$ cat config.mk
export PLATFORM = sky130hd
export DESIGN_NAME = pot_timer
export DESIGN_NICKNAME = d
export VERILOG_FILES = /design/src/rtl/pot_pkg.sv /design/src/rtl/pot_timer.sv
export SDC_FILE = /design/constraint.sdc
export NUM_CORES = 1
export LEC_CHECK = 0
export BUFFER_PORTS_ARGS = -buffer_cell sky130_fd_sc_hd__clkbuf_2
export CAP_MARGIN = 5
export CELL_PAD_IN_SITES_DETAIL_PLACEMENT = 1
export CELL_PAD_IN_SITES_GLOBAL_PLACEMENT = 2
export CORE_ASPECT_RATIO = 1.4
export CORE_UTILIZATION = 36
export CTS_BUF_LIST = sky130_fd_sc_hd__clkbuf_8
export CTS_CLUSTER_DIAMETER = 120
export DETAILED_ROUTE_END_ITERATION = 10
export MAX_ROUTING_LAYER = met4
export PLACE_DENSITY = 0.95
export SYNTH_ARGS = -nofsm -noshare
export SYNTH_HDL_FRONTEND = slang
export SYNTH_SLANG_ARGS = --single-unit
$ cat constraint.sdc
create_clock -name clock_in -period 6.9 [get_ports clock_in]
set_clock_uncertainty 0.1 [all_clocks]
set_input_delay 1.035 -clock clock_in [delete_from_list [all_inputs] [get_ports clock_in]]
set_output_delay 1.035 -clock clock_in [all_outputs]
set_load 0.01 [all_outputs]
$ cat src/rtl/pot_pkg.sv
/*
 * Package of the prescaled 16-bit overflow timer: register map,
 * field positions, reset values, response codes, carrier types.
 * Assumes an AXI4-Lite master with 32-bit data on the same clock.
 */
package pot_pkg;
   // register indexes; byte address is four times the index
   localparam logic [7:0] IDX_CONTROL = 8'h05;
   localparam logic [7:0] IDX_COUNT_LO = 8'h0b;
   localparam logic [7:0] IDX_COUNT_HI = 8'h0c;
   localparam logic [7:0] IDX_IRQ_STATUS = 8'h10;
   localparam logic [7:0] IDX_IRQ_MASK = 8'h11;
   localparam int ADDR_W = 12;

   // control register fields
   localparam int CTL_RISING_BIT = 6;
   localparam int CTL_INTERNAL_BIT = 5;
   localparam int CTL_PS_MSB = 4;
   localparam int CTL_PS_LSB = 1;
   localparam logic [7:0] CTL_RESET = 8'h00;
   localparam logic [7:0] CTL_WMASK = 8'h7e;

   // status and mask register: bit 0 is the overflow event
   localparam int IRQ_OVF_BIT = 0;
   localparam logic IRQ_MASK_RESET = 1'b0;

   // timing
   localparam int OSC_MHZ = 100;
   localparam int OSC_PER_INSTR = 4;
   localparam logic [1:0] PH_SAMPLE_A = 2'h1;
   localparam logic [1:0] PH_LAST = 2'h3;
   localparam logic [3:0] PS_MAX_CODE = 4'h8;

   localparam logic [1:0] RESP_OKAY = 2'h0;
   localparam logic [1:0] RESP_SLVERR = 2'h2;

   typedef struct packed {
      logic rising_edge_select;
      logic internal_source_select;
      logic [3:0] prescale_ratio_field;
   } pot_ctrl_t;

   typedef struct packed {
      logic valid;
      logic [ADDR_W-1:0] addr;
   } pot_req_t;

   typedef enum logic [1:0] {
      RD_IDLE = 2'b01,
      RD_RESP = 2'b10
   } pot_rd_state_t;

   typedef enum logic [1:0] {
      WR_COLLECT = 2'b01,
      WR_RESP = 2'b10
   } pot_wr_state_t;
endpackage

$ cat src/rtl/pot_timer.sv
/*
 * Prescaled 16-bit overflow timer with an 8-bit prescaler,
 * internal instruction-clock or external pin source, overflow
 * interrupt, and an AXI4-Lite register slave.
 * Assumes clock_in is the oscillator; the external pin and the
 * vector acknowledge are synchronous to clock_in.
 */
// Chosen here: the AXI4-Lite slave port.
`timescale 1ns/1ps

// Notes on behaviour
// RULE1: count is 16 bits, reached as separate low and high byte registers.
// RULE2: prescale choice sits in control bits 4:1, ratios 1:1 to 1:256.
// RULE3: control bit 5 set counts instruction clock; clear counts pin edges.
// RULE4: in pin mode bit 6 set picks rising edges, clear picks falling.
// RULE5: count runs 0000h to FFFFh, wraps to zero and sets overflow flag.
// RULE6: interrupt is raised from the flag only while its enable is set.
// RULE7: flag clears by itself when the processor vectors to the interrupt.
// RULE8: internal source is the oscillator divided by four.
// RULE9: pin path is synchronised after the prescaler, sampled twice per cycle.
// RULE10: pin edge reaches the count three to seven oscillator periods later (prescale codes above 0 add the ps_q register stage, up to eight).
// RULE11: prescaler counts raw pin edges ahead of synchronisation.
// RULE12: edge selection applies only to the external source.
// RULE13: byte write blocks that byte's increment next cycle, not the other; here a low write also blocks the high byte's carry increment.
// RULE14: any count byte write clears the prescaler.
// RULE15: prescale code 0 is 1:1, each code doubles, codes 8 up are 1:256.
// RULE16: prescaler count is hidden; only its synchronised output advances count (internal mode decodes ps_q bits at instr_en instead).
module pot_timer (
   input wire logic clock_in,
   input wire logic arst_n_in,
   input wire logic external_count_input_in,
   input wire logic vector_ack_in,
   input wire logic [pot_pkg::ADDR_W-1:0] s_axi_awaddr_in,
   input wire logic s_axi_awvalid_in,
   output logic s_axi_awready_out,
   input wire logic [31:0] s_axi_wdata_in,
   input wire logic [3:0] s_axi_wstrb_in,
   input wire logic s_axi_wvalid_in,
   output logic s_axi_wready_out,
   output logic [1:0] s_axi_bresp_out,
   output logic s_axi_bvalid_out,
   input wire logic s_axi_bready_in,
   input wire logic [pot_pkg::ADDR_W-1:0] s_axi_araddr_in,
   input wire logic s_axi_arvalid_in,
   output logic s_axi_arready_out,
   output logic [31:0] s_axi_rdata_out,
   output logic [1:0] s_axi_rresp_out,
   output logic s_axi_rvalid_out,
   input wire logic s_axi_rready_in,
   output logic irq_out
);
   import pot_pkg::*;

   function automatic logic [7:0] ps_mask(input logic [3:0] code);
      logic [7:0] m;
      m = 8'hff;
      if (code < PS_MAX_CODE) begin
         m = 8'((9'h001 << code) - 9'h001);
      end
      return m;
   endfunction

   function automatic logic [7:0] reg_index(input logic [ADDR_W-1:0] a);
      return a[9:2];
   endfunction

   pot_ctrl_t ctrl_q;
   logic [15:0] count_q;
   logic [7:0] ps_q;
   logic [1:0] phase_q;
   logic pin_q, pin_prev_q;
   logic psamp_q, pend_q;
   logic inh_lo_q, inh_hi_q;
   logic flag_q, flag_d, irq_en_q, irq_q;
   pot_rd_state_t rd_state_q;
   pot_wr_state_t wr_state_q;
   pot_req_t aw_q;
   logic w_got_q;
   logic [31:0] wdata_q;
   logic [3:0] wstrb_q;
   logic bvalid_q, rvalid_q, awready_q, wready_q, arready_q;
   logic [1:0] bresp_q, rresp_q;
   logic [31:0] rdata_q;

   logic instr_en, sample_en, pin_edge, ps_tick, prescaler_output;
   logic inc_int, inc_ext, inc, lo_inc, hi_inc, ovf;
   logic wr_fire, wr_lo, wr_hi, wr_any, wr_ctl, wr_stat, wr_mask;
   logic [7:0] wr_idx, rd_idx;

   // RULE8: oscillator divided by four
   always_ff @(posedge clock_in or negedge arst_n_in) begin
      if (!arst_n_in) begin
         phase_q <= 2'h0;
      end else begin
         phase_q <= phase_q + 2'h1;
      end
   end
   assign instr_en = (phase_q == PH_LAST);
   // RULE9: two samples per instruction cycle
   assign sample_en = (phase_q == PH_SAMPLE_A) || (phase_q == PH_LAST);

   always_ff @(posedge clock_in or negedge arst_n_in) begin
      if (!arst_n_in) begin
         pin_q <= 1'b0;
         pin_prev_q <= 1'b0;
      end else begin
         pin_q <= external_count_input_in;
         pin_prev_q <= pin_q;
      end
   end

   // RULE4: chosen pin edge
   assign pin_edge = ctrl_q.rising_edge_select ? (pin_q & ~pin_prev_q) : (~pin_q & pin_prev_q);
   // RULE3: source choice; RULE12: edge choice only on the pin path
   assign ps_tick = ctrl_q.internal_source_select ? instr_en : pin_edge;

   // RULE11: raw edges counted ahead of synchronisation
   always_ff @(posedge clock_in or negedge arst_n_in) begin
      if (!arst_n_in) begin
         ps_q <= 8'h00;
      end else if (wr_any) begin
         // RULE14: count byte write clears prescaler
         ps_q <= 8'h00;
      end else if (ps_tick) begin
         ps_q <= ps_q + 8'h01;
      end
   end

   // RULE15: code 0 passes the pin, higher codes tap a prescaler bit
   always_comb begin
      prescaler_output = pin_q ^ ~ctrl_q.rising_edge_select;
      if (ctrl_q.prescale_ratio_field >= PS_MAX_CODE) begin
         prescaler_output = ps_q[7];
      end else if (ctrl_q.prescale_ratio_field != 4'h0) begin
         prescaler_output = ps_q[3'(ctrl_q.prescale_ratio_field - 4'h1)];
      end
   end

   // RULE9: sample prescaler output, hold a pending increment
   // RULE10: pin register, sample and cycle end give 3 to 7 periods
   always_ff @(posedge clock_in or negedge arst_n_in) begin
      if (!arst_n_in) begin
         // idle output level of the reset falling mode, no false edge
         psamp_q <= 1'b1;
         pend_q <= 1'b0;
      end else begin
         if (sample_en) begin
            psamp_q <= prescaler_output;
         end
         if (sample_en && prescaler_output && !psamp_q) begin
            pend_q <= 1'b1;
         end else if (instr_en || ctrl_q.internal_source_select) begin
            pend_q <= 1'b0;
         end
      end
   end

   // RULE16: pin mode counts the synchronised prescaler output; internal mode decodes ps_q bits at instr_en
   assign inc_ext = !ctrl_q.internal_source_select && instr_en && pend_q;
   assign inc_int = ctrl_q.internal_source_select && instr_en &&
                    ((ps_q & ps_mask(ctrl_q.prescale_ratio_field)) == ps_mask(ctrl_q.prescale_ratio_field));
   assign inc = inc_int || inc_ext;
   // RULE13: per-byte increment blocking after a write
   assign lo_inc = inc && !inh_lo_q;
   assign hi_inc = lo_inc && (count_q[7:0] == 8'hff) && !inh_hi_q;
   // RULE5: wrap from all ones
   assign ovf = hi_inc && (count_q == 16'hffff);

   // RULE1: two byte halves of one count
   always_ff @(posedge clock_in or negedge arst_n_in) begin
      if (!arst_n_in) begin
         count_q <= 16'h0000;
      end else begin
         if (wr_lo) begin
            count_q[7:0] <= wdata_q[7:0];
         end else if (lo_inc) begin
            count_q[7:0] <= count_q[7:0] + 8'h01;
         end
         if (wr_hi) begin
            count_q[15:8] <= wdata_q[7:0];
         end else if (hi_inc) begin
            count_q[15:8] <= count_q[15:8] + 8'h01;
         end
      end
   end

   // RULE13: block flags last one cycle
   always_ff @(posedge clock_in or negedge arst_n_in) begin
      if (!arst_n_in) begin
         inh_lo_q <= 1'b0;
         inh_hi_q <= 1'b0;
      end else begin
         inh_lo_q <= wr_lo;
         inh_hi_q <= wr_hi;
      end
   end

   // RULE7: vector acknowledge clears; overflow in the same cycle wins
   always_comb begin
      flag_d = flag_q;
      if (vector_ack_in || (wr_stat && wdata_q[IRQ_OVF_BIT])) begin
         flag_d = 1'b0;
      end
      if (ovf) begin
         flag_d = 1'b1;
      end
   end

   always_ff @(posedge clock_in or negedge arst_n_in) begin
      if (!arst_n_in) begin
         flag_q <= 1'b0;
      end else begin
         flag_q <= flag_d;
      end
   end

   always_ff @(posedge clock_in or negedge arst_n_in) begin
      if (!arst_n_in) begin
         irq_en_q <= IRQ_MASK_RESET;
      end else if (wr_mask) begin
         irq_en_q <= wdata_q[IRQ_OVF_BIT];
      end
   end

   // RULE6: request only while enabled
   always_ff @(posedge clock_in or negedge arst_n_in) begin
      if (!arst_n_in) begin
         irq_q <= 1'b0;
      end else begin
         irq_q <= flag_d && (wr_mask ? wdata_q[IRQ_OVF_BIT] : irq_en_q);
      end
   end

   // RULE2: prescale field at control bits 4:1
   always_ff @(posedge clock_in or negedge arst_n_in) begin
      if (!arst_n_in) begin
         ctrl_q <= pot_ctrl_t'(CTL_RESET[CTL_RISING_BIT:CTL_PS_LSB]);
      end else if (wr_ctl) begin
         ctrl_q <= pot_ctrl_t'(wdata_q[CTL_RISING_BIT:CTL_PS_LSB]);
      end
   end

   // write path: address and data taken in either order
   assign wr_fire = (wr_state_q == WR_COLLECT) && aw_q.valid && w_got_q;
   assign wr_idx = reg_index(aw_q.addr);
   always_comb begin
      wr_lo = 1'b0;
      wr_hi = 1'b0;
      wr_ctl = 1'b0;
      wr_stat = 1'b0;
      wr_mask = 1'b0;
      if (!wr_fire || !wstrb_q[0]) begin
         wr_any = 1'b0;
      end else if (wr_idx == IDX_COUNT_LO) begin
         wr_lo = 1'b1;
         wr_any = 1'b1;
      end else if (wr_idx == IDX_COUNT_HI) begin
         wr_hi = 1'b1;
         wr_any = 1'b1;
      end else if (wr_idx == IDX_CONTROL) begin
         wr_ctl = 1'b1;
         wr_any = 1'b0;
      end else if (wr_idx == IDX_IRQ_STATUS) begin
         wr_stat = 1'b1;
         wr_any = 1'b0;
      end else if (wr_idx == IDX_IRQ_MASK) begin
         wr_mask = 1'b1;
         wr_any = 1'b0;
      end else begin
         wr_any = 1'b0;
      end
   end

   always_ff @(posedge clock_in or negedge arst_n_in) begin
      if (!arst_n_in) begin
         wr_state_q <= WR_COLLECT;
         aw_q <= '0;
         w_got_q <= 1'b0;
         wdata_q <= 32'h0000_0000;
         wstrb_q <= 4'h0;
         bvalid_q <= 1'b0;
         bresp_q <= RESP_OKAY;
         awready_q <= 1'b1;
         wready_q <= 1'b1;
      end else begin
         case (wr_state_q)
            WR_COLLECT: begin
               if (s_axi_awvalid_in && !aw_q.valid) begin
                  aw_q <= '{valid: 1'b1, addr: s_axi_awaddr_in};
                  awready_q <= 1'b0;
               end
               if (s_axi_wvalid_in && !w_got_q) begin
                  w_got_q <= 1'b1;
                  wdata_q <= s_axi_wdata_in;
                  wstrb_q <= s_axi_wstrb_in;
                  wready_q <= 1'b0;
               end
               if (wr_fire) begin
                  wr_state_q <= WR_RESP;
                  bvalid_q <= 1'b1;
                  bresp_q <= (wr_idx == IDX_COUNT_LO || wr_idx == IDX_COUNT_HI ||
                              wr_idx == IDX_CONTROL || wr_idx == IDX_IRQ_STATUS ||
                              wr_idx == IDX_IRQ_MASK) ? RESP_OKAY : RESP_SLVERR;
               end
            end
            WR_RESP: begin
               if (s_axi_bready_in) begin
                  wr_state_q <= WR_COLLECT;
                  bvalid_q <= 1'b0;
                  aw_q <= '0;
                  w_got_q <= 1'b0;
                  awready_q <= 1'b1;
                  wready_q <= 1'b1;
               end
            end
            default: begin
               wr_state_q <= WR_COLLECT;
            end
         endcase
      end
   end

   // read path
   assign rd_idx = reg_index(s_axi_araddr_in);
   always_ff @(posedge clock_in or negedge arst_n_in) begin
      if (!arst_n_in) begin
         rd_state_q <= RD_IDLE;
         rvalid_q <= 1'b0;
         rdata_q <= 32'h0000_0000;
         rresp_q <= RESP_OKAY;
         arready_q <= 1'b1;
      end else begin
         case (rd_state_q)
            RD_IDLE: begin
               if (s_axi_arvalid_in) begin
                  rd_state_q <= RD_RESP;
                  arready_q <= 1'b0;
                  rvalid_q <= 1'b1;
                  rresp_q <= RESP_OKAY;
                  if (rd_idx == IDX_COUNT_LO) begin
                     rdata_q <= {24'h000000, count_q[7:0]};
                  end else if (rd_idx == IDX_COUNT_HI) begin
                     rdata_q <= {24'h000000, count_q[15:8]};
                  end else if (rd_idx == IDX_CONTROL) begin
                     rdata_q <= {25'h0000000, ctrl_q, 1'b0};
                  end else if (rd_idx == IDX_IRQ_STATUS) begin
                     rdata_q <= {31'h00000000, flag_q};
                  end else if (rd_idx == IDX_IRQ_MASK) begin
                     rdata_q <= {31'h00000000, irq_en_q};
                  end else begin
                     rdata_q <= 32'h0000_0000;
                     rresp_q <= RESP_SLVERR;
                  end
               end
            end
            RD_RESP: begin
               if (s_axi_rready_in) begin
                  rd_state_q <= RD_IDLE;
                  arready_q <= 1'b1;
                  rvalid_q <= 1'b0;
               end
            end
            default: begin
               rd_state_q <= RD_IDLE;
            end
         endcase
      end
   end

   assign s_axi_awready_out = awready_q;
   assign s_axi_wready_out = wready_q;
   assign s_axi_bvalid_out = bvalid_q;
   assign s_axi_bresp_out = bresp_q;
   assign s_axi_arready_out = arready_q;
   assign s_axi_rvalid_out = rvalid_q;
   assign s_axi_rdata_out = rdata_q;
   assign s_axi_rresp_out = rresp_q;
   assign irq_out = irq_q;

   AST_IRQ_GATE: assert property (@(posedge clock_in) disable iff (!arst_n_in) // RULE6
      irq_q == (flag_q && irq_en_q)) else $error("irq output disagrees with flag and enable");
   AST_OVF_FLAG: assert property (@(posedge clock_in) disable iff (!arst_n_in) // RULE5
      ovf |=> flag_q && irq_q == irq_en_q) else $error("overflow did not set flag");
   AST_WRAP_ZERO: assert property (@(posedge clock_in) disable iff (!arst_n_in) // RULE5
      (count_q == 16'hffff && ovf && !wr_lo && !wr_hi) |=> count_q == 16'h0000)
      else $error("count did not wrap to zero");
   AST_LO_BLOCK: assert property (@(posedge clock_in) disable iff (!arst_n_in) // RULE13
      (wr_lo ##1 !wr_lo) |=> $stable(count_q[7:0])) else $error("low byte moved after its write");
   AST_PS_CLEAR: assert property (@(posedge clock_in) disable iff (!arst_n_in) // RULE14
      (wr_lo || wr_hi) |=> ps_q == 8'h00) else $error("prescaler not cleared by count write");
   AST_VEC_CLEAR: assert property (@(posedge clock_in) disable iff (!arst_n_in) // RULE7
      (vector_ack_in && !ovf) |=> !flag_q) else $error("vector acknowledge left flag set");
   AST_INT_PACE: assert property (@(posedge clock_in) disable iff (!arst_n_in) // RULE8
      (ctrl_q.internal_source_select && !instr_en && !wr_lo && !wr_hi) |=> $stable(count_q))
      else $error("internal count moved off the instruction clock");
   AST_EXT_DELAY: assert property (@(posedge clock_in) disable iff (!arst_n_in) // RULE10
      (pend_q && !ctrl_q.internal_source_select) |-> ##[0:3] (inc_ext || ctrl_q.internal_source_select))
      else $error("pending pin edge not counted in time");
   AST_INT_NO_EDGE: assert property (@(posedge clock_in) disable iff (!arst_n_in) // RULE12
      (ctrl_q.internal_source_select && !instr_en && !wr_lo && !wr_hi) |=> $stable(ps_q))
      else $error("prescaler moved on pin edge in internal mode");
endmodule

* Word-level counts from Yosys, hierarchy flattened *
Cells that the tools add are included.

storage, ports and cells
  bits in registers = 107
  input bits = 69
  output and inout port bits = 42
  word-level logic and storage cells = 198

cells by class
  $add $sub $neg = 6
  magnitude comparators = 3
  equal/unequal tests = 25
  shifts and indexed selects = 1
  muxes and demuxes = 76
  bitwise operators = 7
  reductions and logical operators = 49

operators by type and width
  operator                number
  $mux W8                 9
  $mux W1                 44
  $eq A8 B4 Y1 const B    4
  $eq A8 B5 Y1 const B    4
  $mux W13                2
  $pmux W13 S2            1
  $add A8 B1 Y8 const B   3
  $mux W2                 10
  $eq A16 B16 Y1 const B  1
  $eq A8 B3 Y1 const B    2
  $logic_and A1 B1 Y1     16
  $pmux W1 S2             6
  $reduce_and A3 Y1       4
  $reduce_bool A2 Y1      6
  $reduce_and A2 Y1       5
  $logic_or A1 B1 Y1      9
  $and A8 B8 Y8           1
  $eq A8 B8 Y1            1
  $eq A8 B8 Y1 const B    1
  $logic_not A1 Y1        8
  $ne A2 B2 Y1 const B    4
  $pmux W2 S2             2
  $shl A1 B4 Y8 const A   1
  $sub A8 B1 Y8 const B   1
  other kinds (14)        22

* Depth between registers and ports, before layout *
  word-level depth = 13
  depth in mapped cells = 14
  gate-level depth less buffers = 11

* Worst setup path before layout *
OpenSTA, ideal clock, no wires.

  path type = register -> register
  from = reg ctrl_q[0] (netlist name)
  to = reg irq_q (netlist: irq_out)
  setup time = 0.078 ns
  arrival time = 2.681 ns
  data required time = 6.722 ns
  path slack = 4.041 ns
  stages on the path, launching flop included = 13
  buffers on the path = 1
  clock period less this slack = 2.859 ns
  path through = dfrtp_1 inv_1 ha_1 buf_6 nand2_1 ha_1 xor2_1 a211oi_1 o22ai_1 and4bb_1 a21oi_2 or4_4 a21boi_1

between the ends
  cells in the longest elaborated chain, start to end = 13
  elaborated cells on any way between the ends = 14
  those cells by class = add/sub (1); order compare (1); eq/ne (1); shift (1); mux (2); bitwise (1); reduce/logical (7)

RTL lines
  item                                  line              text
  start, declared                       pot_timer.sv:67   pot_ctrl_t ctrl_q;
  start signal, assigned                pot_timer.sv:237  ctrl_q <= pot_ctrl_t'(CTL_RESET[CTL_RISING_BIT:CTL_PS_LSB]);
  start signal, assigned                pot_timer.sv:239  ctrl_q <= pot_ctrl_t'(wdata_q[CTL_RISING_BIT:CTL_PS_LSB]);
  $shl A1 B4 Y8                         pot_timer.sv:58   m = 8'((9'h001 << code) - 9'h001);
  $sub A8 B1 Y8                         pot_timer.sv:58
  $mux W8 (*)                           pot_timer.sv:57   if (code < PS_MAX_CODE) begin
  $and A8 B8 Y8                         pot_timer.sv:161  ((ps_q & ps_mask(ctrl_q.prescale_ratio_field)) == ps_mask(ctrl_q.prescale_ratio_field));
  $eq A8 B8 Y1 (*)                      pot_timer.sv:161
  $logic_and A1 B1 Y1 (*)               pot_timer.sv:160  assign inc_int = ctrl_q.internal_source_select && instr_en &&
  $logic_or A1 B1 Y1 (*)                pot_timer.sv:162  assign inc = inc_int || inc_ext;
  $logic_and A1 B1 Y1 (*)               pot_timer.sv:164  assign lo_inc = inc && !inh_lo_q;
  $logic_and A1 B1 Y1 (*) (2 in a row)  pot_timer.sv:165  assign hi_inc = lo_inc && (count_q[7:0] == 8'hff) && !inh_hi_q;
  $logic_and A1 B1 Y1 (*)               pot_timer.sv:167  assign ovf = hi_inc && (count_q == 16'hffff);
  $mux W1 (*)                           pot_timer.sv:204  if (ovf) begin
  $logic_and A1 B1 Y1 (*)               pot_timer.sv:230  irq_q <= flag_d && (wr_mask ? wdata_q[IRQ_OVF_BIT] : irq_en_q);
  end signal, assigned                  pot_timer.sv:230
  end, declared                         pot_timer.sv:74   logic flag_q, flag_d, irq_en_q, irq_q;

Every way passes the cells marked *; elsewhere a longest branch is shown, timed or not.
A chain may end at the register's enable or synchronous reset.

* Worst setup path after layout *
  from = reg ctrl_q[0] (netlist name)
  to = reg count_q[15]

between the ends
  cells in the longest elaborated chain, start to end = 11
  elaborated cells on any way between the ends = 12
  those cells by class = add/sub (1); order compare (1); eq/ne (1); shift (1); mux (1); bitwise (1); reduce/logical (6)

RTL lines
  item                                     line              text
  $shl A1 B4 Y8                            pot_timer.sv:58
  $sub A8 B1 Y8                            pot_timer.sv:58
  $mux W8 (*)                              pot_timer.sv:57
  $and A8 B8 Y8                            pot_timer.sv:161
  $eq A8 B8 Y1 (*)                         pot_timer.sv:161
  $logic_and A1 B1 Y1 (*)                  pot_timer.sv:160
  $logic_or A1 B1 Y1 (*)                   pot_timer.sv:162
  $logic_and A1 B1 Y1 (*)                  pot_timer.sv:164
  $logic_and A1 B1 Y1 (*) (2 in a row)     pot_timer.sv:165
  $reduce_bool A2 Y1 (no source line) (*)  n/a
  end signal, assigned                     pot_timer.sv:180  count_q[15:8] <= wdata_q[7:0];
  end signal, assigned                     pot_timer.sv:182  count_q[15:8] <= count_q[15:8] + 8'h01;
  end, declared                            pot_timer.sv:68   logic [15:0] count_q;

Marked as above.

==> results_dict.tcl <==
set metrics [dict create \
    outcome "complete, no violations" \
    post-cts-setup-buffer-count 0 \
    first_pass_iters 4 \
    core_um2 11820 \
    iter_0_drt_violations 165 \
    io-pin-count 111 \
    finalSetupTns_ns 0 \
    setup_viol 0 \
    post_synth_instance_area_um2 4352 \
    total_power_mw 1.666 \
    io_buffers 49 \
    grt_remaining_overflow 0 \
    area_fraction_in_compound_gates_after_synthesis 0.1440 \
    power_frac_comb 0.330 \
    rsz0062_at_grt "false" \
    dp_hpwl_mm 7.823 \
    synth.area.top_cells "dfrtp_1 42%, buf_4 4.5%, mux2_2 3.9%" \
    layout_worst_path_cycle_share 0.5381 \
    drt-wirelength-per-cell_um 16.22 \
    ys_seq_area_frac 0.4560 \
    worst_slew_pin_tran_ns 1.103 \
    dp_slack_ns 3.200 \
    worstSetupPathType "flop to flop" \
    holdCritPathClass "flop to flop" \
    globalplace.congestion 0.8226 \
    clock_tree.buffer_depth 2 \
    switching_fraction_of_total_power 0.3842 \
    hold_buffers 0 \
    synth_simple_gate_area_frac 0.1949 \
    worstPathRequired_ns 7.04 \
    synth.distinct_cells 70 \
    post_route_cells_drive_above_1_share 0.2245 \
    fp-row-count 47 \
    muxShareOfSynthArea 0.06182 \
    number_of_cells_produced_by_synthesis 429 \
    drtAntennaViolNets 0 \
    effective_utilization_at_floorplan 0.3682 \
    maxSlewViolCount 0 \
    p_int_mw 1.026 \
    critical_path.startpoint_type "flop" \
    cap_violations 0 \
    layout_setup_ws_ns 3.187 \
    slew_headroom 0.2648 \
    n_fill_cell 1357 \
    synth_most_common_cell "dfrtp_1" \
    first_global_vias 3507 \
    die_height_um 132.1 \
    remaining_drc_errors 0 \
    finish.net_count 556 \
    power-per-cell-area_nw_per_um2 348.1 \
    globalRouteTotalUtil 0.1817 \
    die_area_um2 12540 \
    sequentialPowerShare 0.491 \
    synthArstFlopShare 1.000 \
    final-hold-violation-count 0 \
    number_of_warnings_issued_by_yosys 0 \
    adder_and_majority_gate_portion_of_the_synthesized_area 0.03163 \
    pin_count_of_the_biggest_net_entering_global_routing 80 \
    syn_area_per_cell_um2 10.14 \
    antenna_cells 0 \
    areaGrowthSynthToFinish_pct 10.01 \
    grt_pass1_wl_mm 17.06 \
    most_used_flip_flop_cell_after_synthesis "dfrtp_1" \
    wl_mm 10.19 \
    die_x_um 94.92 \
    tritoncts_num_sinks 79 \
    synth_enable_flop_cells 0 \
    post-route-min-period_ns 3.713 \
    antenna_violations_before_repair 0 \
    worst_skew_pair.late_latency_ns 0.36 \
    synth_top_area_frac 0.4198 \
    total_leakage_power_nw 2.161 \
    synthDominantAreaCellType "dfrtp_1" \
    numPlacedInstances 612 \
    synthTopCellsByCount "73 x dfrtp_1, 40 x nor2_1, 34 x nand2_1" \
    fin_util 0.4050 \
    cts.clk_slew.worst_paths_ns 0.08 \
    ys_ff_latch 79 \
    cts_resized 0 \
    clock_root_buffer "clkbuf_8" \
    drt-vias-per-instance 5.411 \
    htreeDepth 3 \
    cp_max_fo 26 \
    cts_made_buffers 9 \
    synth_xor_xnor_area_share 0.03019 \
    final_cell_count_no_fill 628 \
    critPathCaptureType "flop" \
    detailroute.via_count 3398 \
    vdd.ir_drop.worst_uv 194.4 \
    fmax_achieved_mhz 269.3 \
    main_combinational_cell_family_by_area_after_synthesis "simple AND/OR/NAND/NOR gates" \
    p_sw_mw 0.6402 \
    cts_tree "built" \
    clockPowerShare 0.180 \
    critPathArrivalTime_ns 3.85 \
]
critical path: stages, from the launching register on:
cell and delay, ns:
dfrtp_1 0.51, inv_1 0.15, ha_1 0.32, nand2_1 0.15, ha_1 0.28, nor4b_1 0.30, a211oi_1 0.11, o22ai_1 0.16
and4bb_1 0.27, a21oi_2 0.87, nor3_1 0.10, o31a_1 0.27
registers in the layout, summed over array words and instances (netlist names), 2 cells and up:
| register | flops |
|---|---|
| wr_state_q | 2 |
| ctrl_q | 6 |
| ps_q | 8 |
| s_axi_rdata_out | 8 |
| phase_q | 2 |
| count_q | 16 |
| aw_q | 9 |
| rd_state_q | 2 |
| wdata_q | 8 |
power groups by stage:
| stage | Combinational, mW | Clock [mW] | Sequential, mW |
|---|---|---|---|
| after detailed placement | 0.554 | 0 | 0.827 |
| after global routing | 0.620 | 0.329 | 0.845 |
| final | 0.549 | 0.300 | 0.818 |
| after CTS | 0.559 | 0.311 | 0.819 |
| after global placement | 0.518 | 0 | 0.814 |
| after floorplan | 0.456 | 0 | 0.747 |
metrics by stage:
stage	area (um^2)	hold slack, ns
6_report	4787	0.3577
3_3_place_gp	4619	0.3281
3_5_place_dp	4619	0.3286
4_1_cts	4787	0.3636
2_1_floorplan	4446	0.3060
5_1_grt	4787	0.3829
cell type report:
cell class,instances,area [um^2],area share
Clock buffer,10,137.6,0.02875
Clock inverter,6,30.03,0.006273
Inverter,19,71.32,0.01490
Multi-Input combinational cell,316,2117,0.4422
Sequential cell,79,1984,0.4145
Tap cell,147,183.9,0.03842
Timing Repair Buffer,51,262.8,0.05489
worst paths after layout:
path	startpoint	end	slack (ns)	cells after the start
worst max-delay path	ctrl_q[0]	count_q[15]	3.19	11
worst min-delay path	pin_q	pin_prev_q	0.36	0
worst max register to register	ctrl_q[0]	count_q[15]	3.19	11
worst min register to register	pin_q	pin_prev_q	0.36	0
max in group asynchronous	arst_n_in	ctrl_q[1]	5.31	1
min in group asynchronous	arst_n_in	s_axi_bvalid_out	0.72	1
routing by layer:
| metal | routed length, um | GRT usage | vias up | part of all wire |
|---|---|---|---|---|
| li1 | - | - | 1592 | - |
| met1 | 3945 | 0.1957 | 1694 | 0.39 |
| met2 | 5528 | 0.3181 | 91 | 0.54 |
| met3 | 415 | 0.03749 | 21 | 0.041 |
| met4 | 295 | 0.07323 | 0 | 0.029 |
| met5 | 0 | - | - | 0 |
placed cells by master, fill, tap and decap left out, types with 3 or more instances in the layout:
| cell type | Yosys | routed |
|---|---|---|
| o22ai_1 | 3 | 3 |
| clkbuf_2 | 0 | 48 |
| or2_1 | 3 | 3 |
| nand4_1 | 4 | 4 |
| or3_1 | 7 | 7 |
| nand3_1 | 7 | 7 |
| clkinv_2 | 0 | 3 |
| xnor2_1 | 10 | 10 |
| xor2_1 | 5 | 5 |
| a22o_1 | 9 | 9 |
| dfrtp_1 | 73 | 73 |
| buf_4 | 26 | 3 |
| mux2i_1 | 4 | 4 |
| or3_2 | 3 | 3 |
| o21ai_0 | 8 | 8 |
| nand3b_1 | 5 | 5 |
| a31oi_1 | 14 | 14 |
| clkbuf_8 | 0 | 10 |
| a21oi_1 | 18 | 18 |
| o21ai_1 | 18 | 18 |
| nand2b_1 | 4 | 4 |
| nor3_1 | 3 | 3 |
| ha_1 | 11 | 11 |
| nor2_1 | 40 | 40 |
| mux2_2 | 15 | 15 |
| conb_1 | 1 | 26 |
| nand2_1 | 34 | 34 |
| inv_1 | 18 | 20 |
| or4_1 | 3 | 3 |
| a211oi_1 | 4 | 4 |
| a222oi_1 | 6 | 6 |
| and3_1 | 8 | 8 |
| dfstp_2 | 6 | 6 |
logic make-up after synthesis:
group | Yosys count
and+or+nand+nor | 147
AOI/OAI and AO/OA | 95
DFF | 79
buffers and inverters | 59
muxes | 22
xor gates and xnor gates | 15
adders and majority gates | 11
other | 1
No activity file was read; power rests on OpenSTA's default activity.
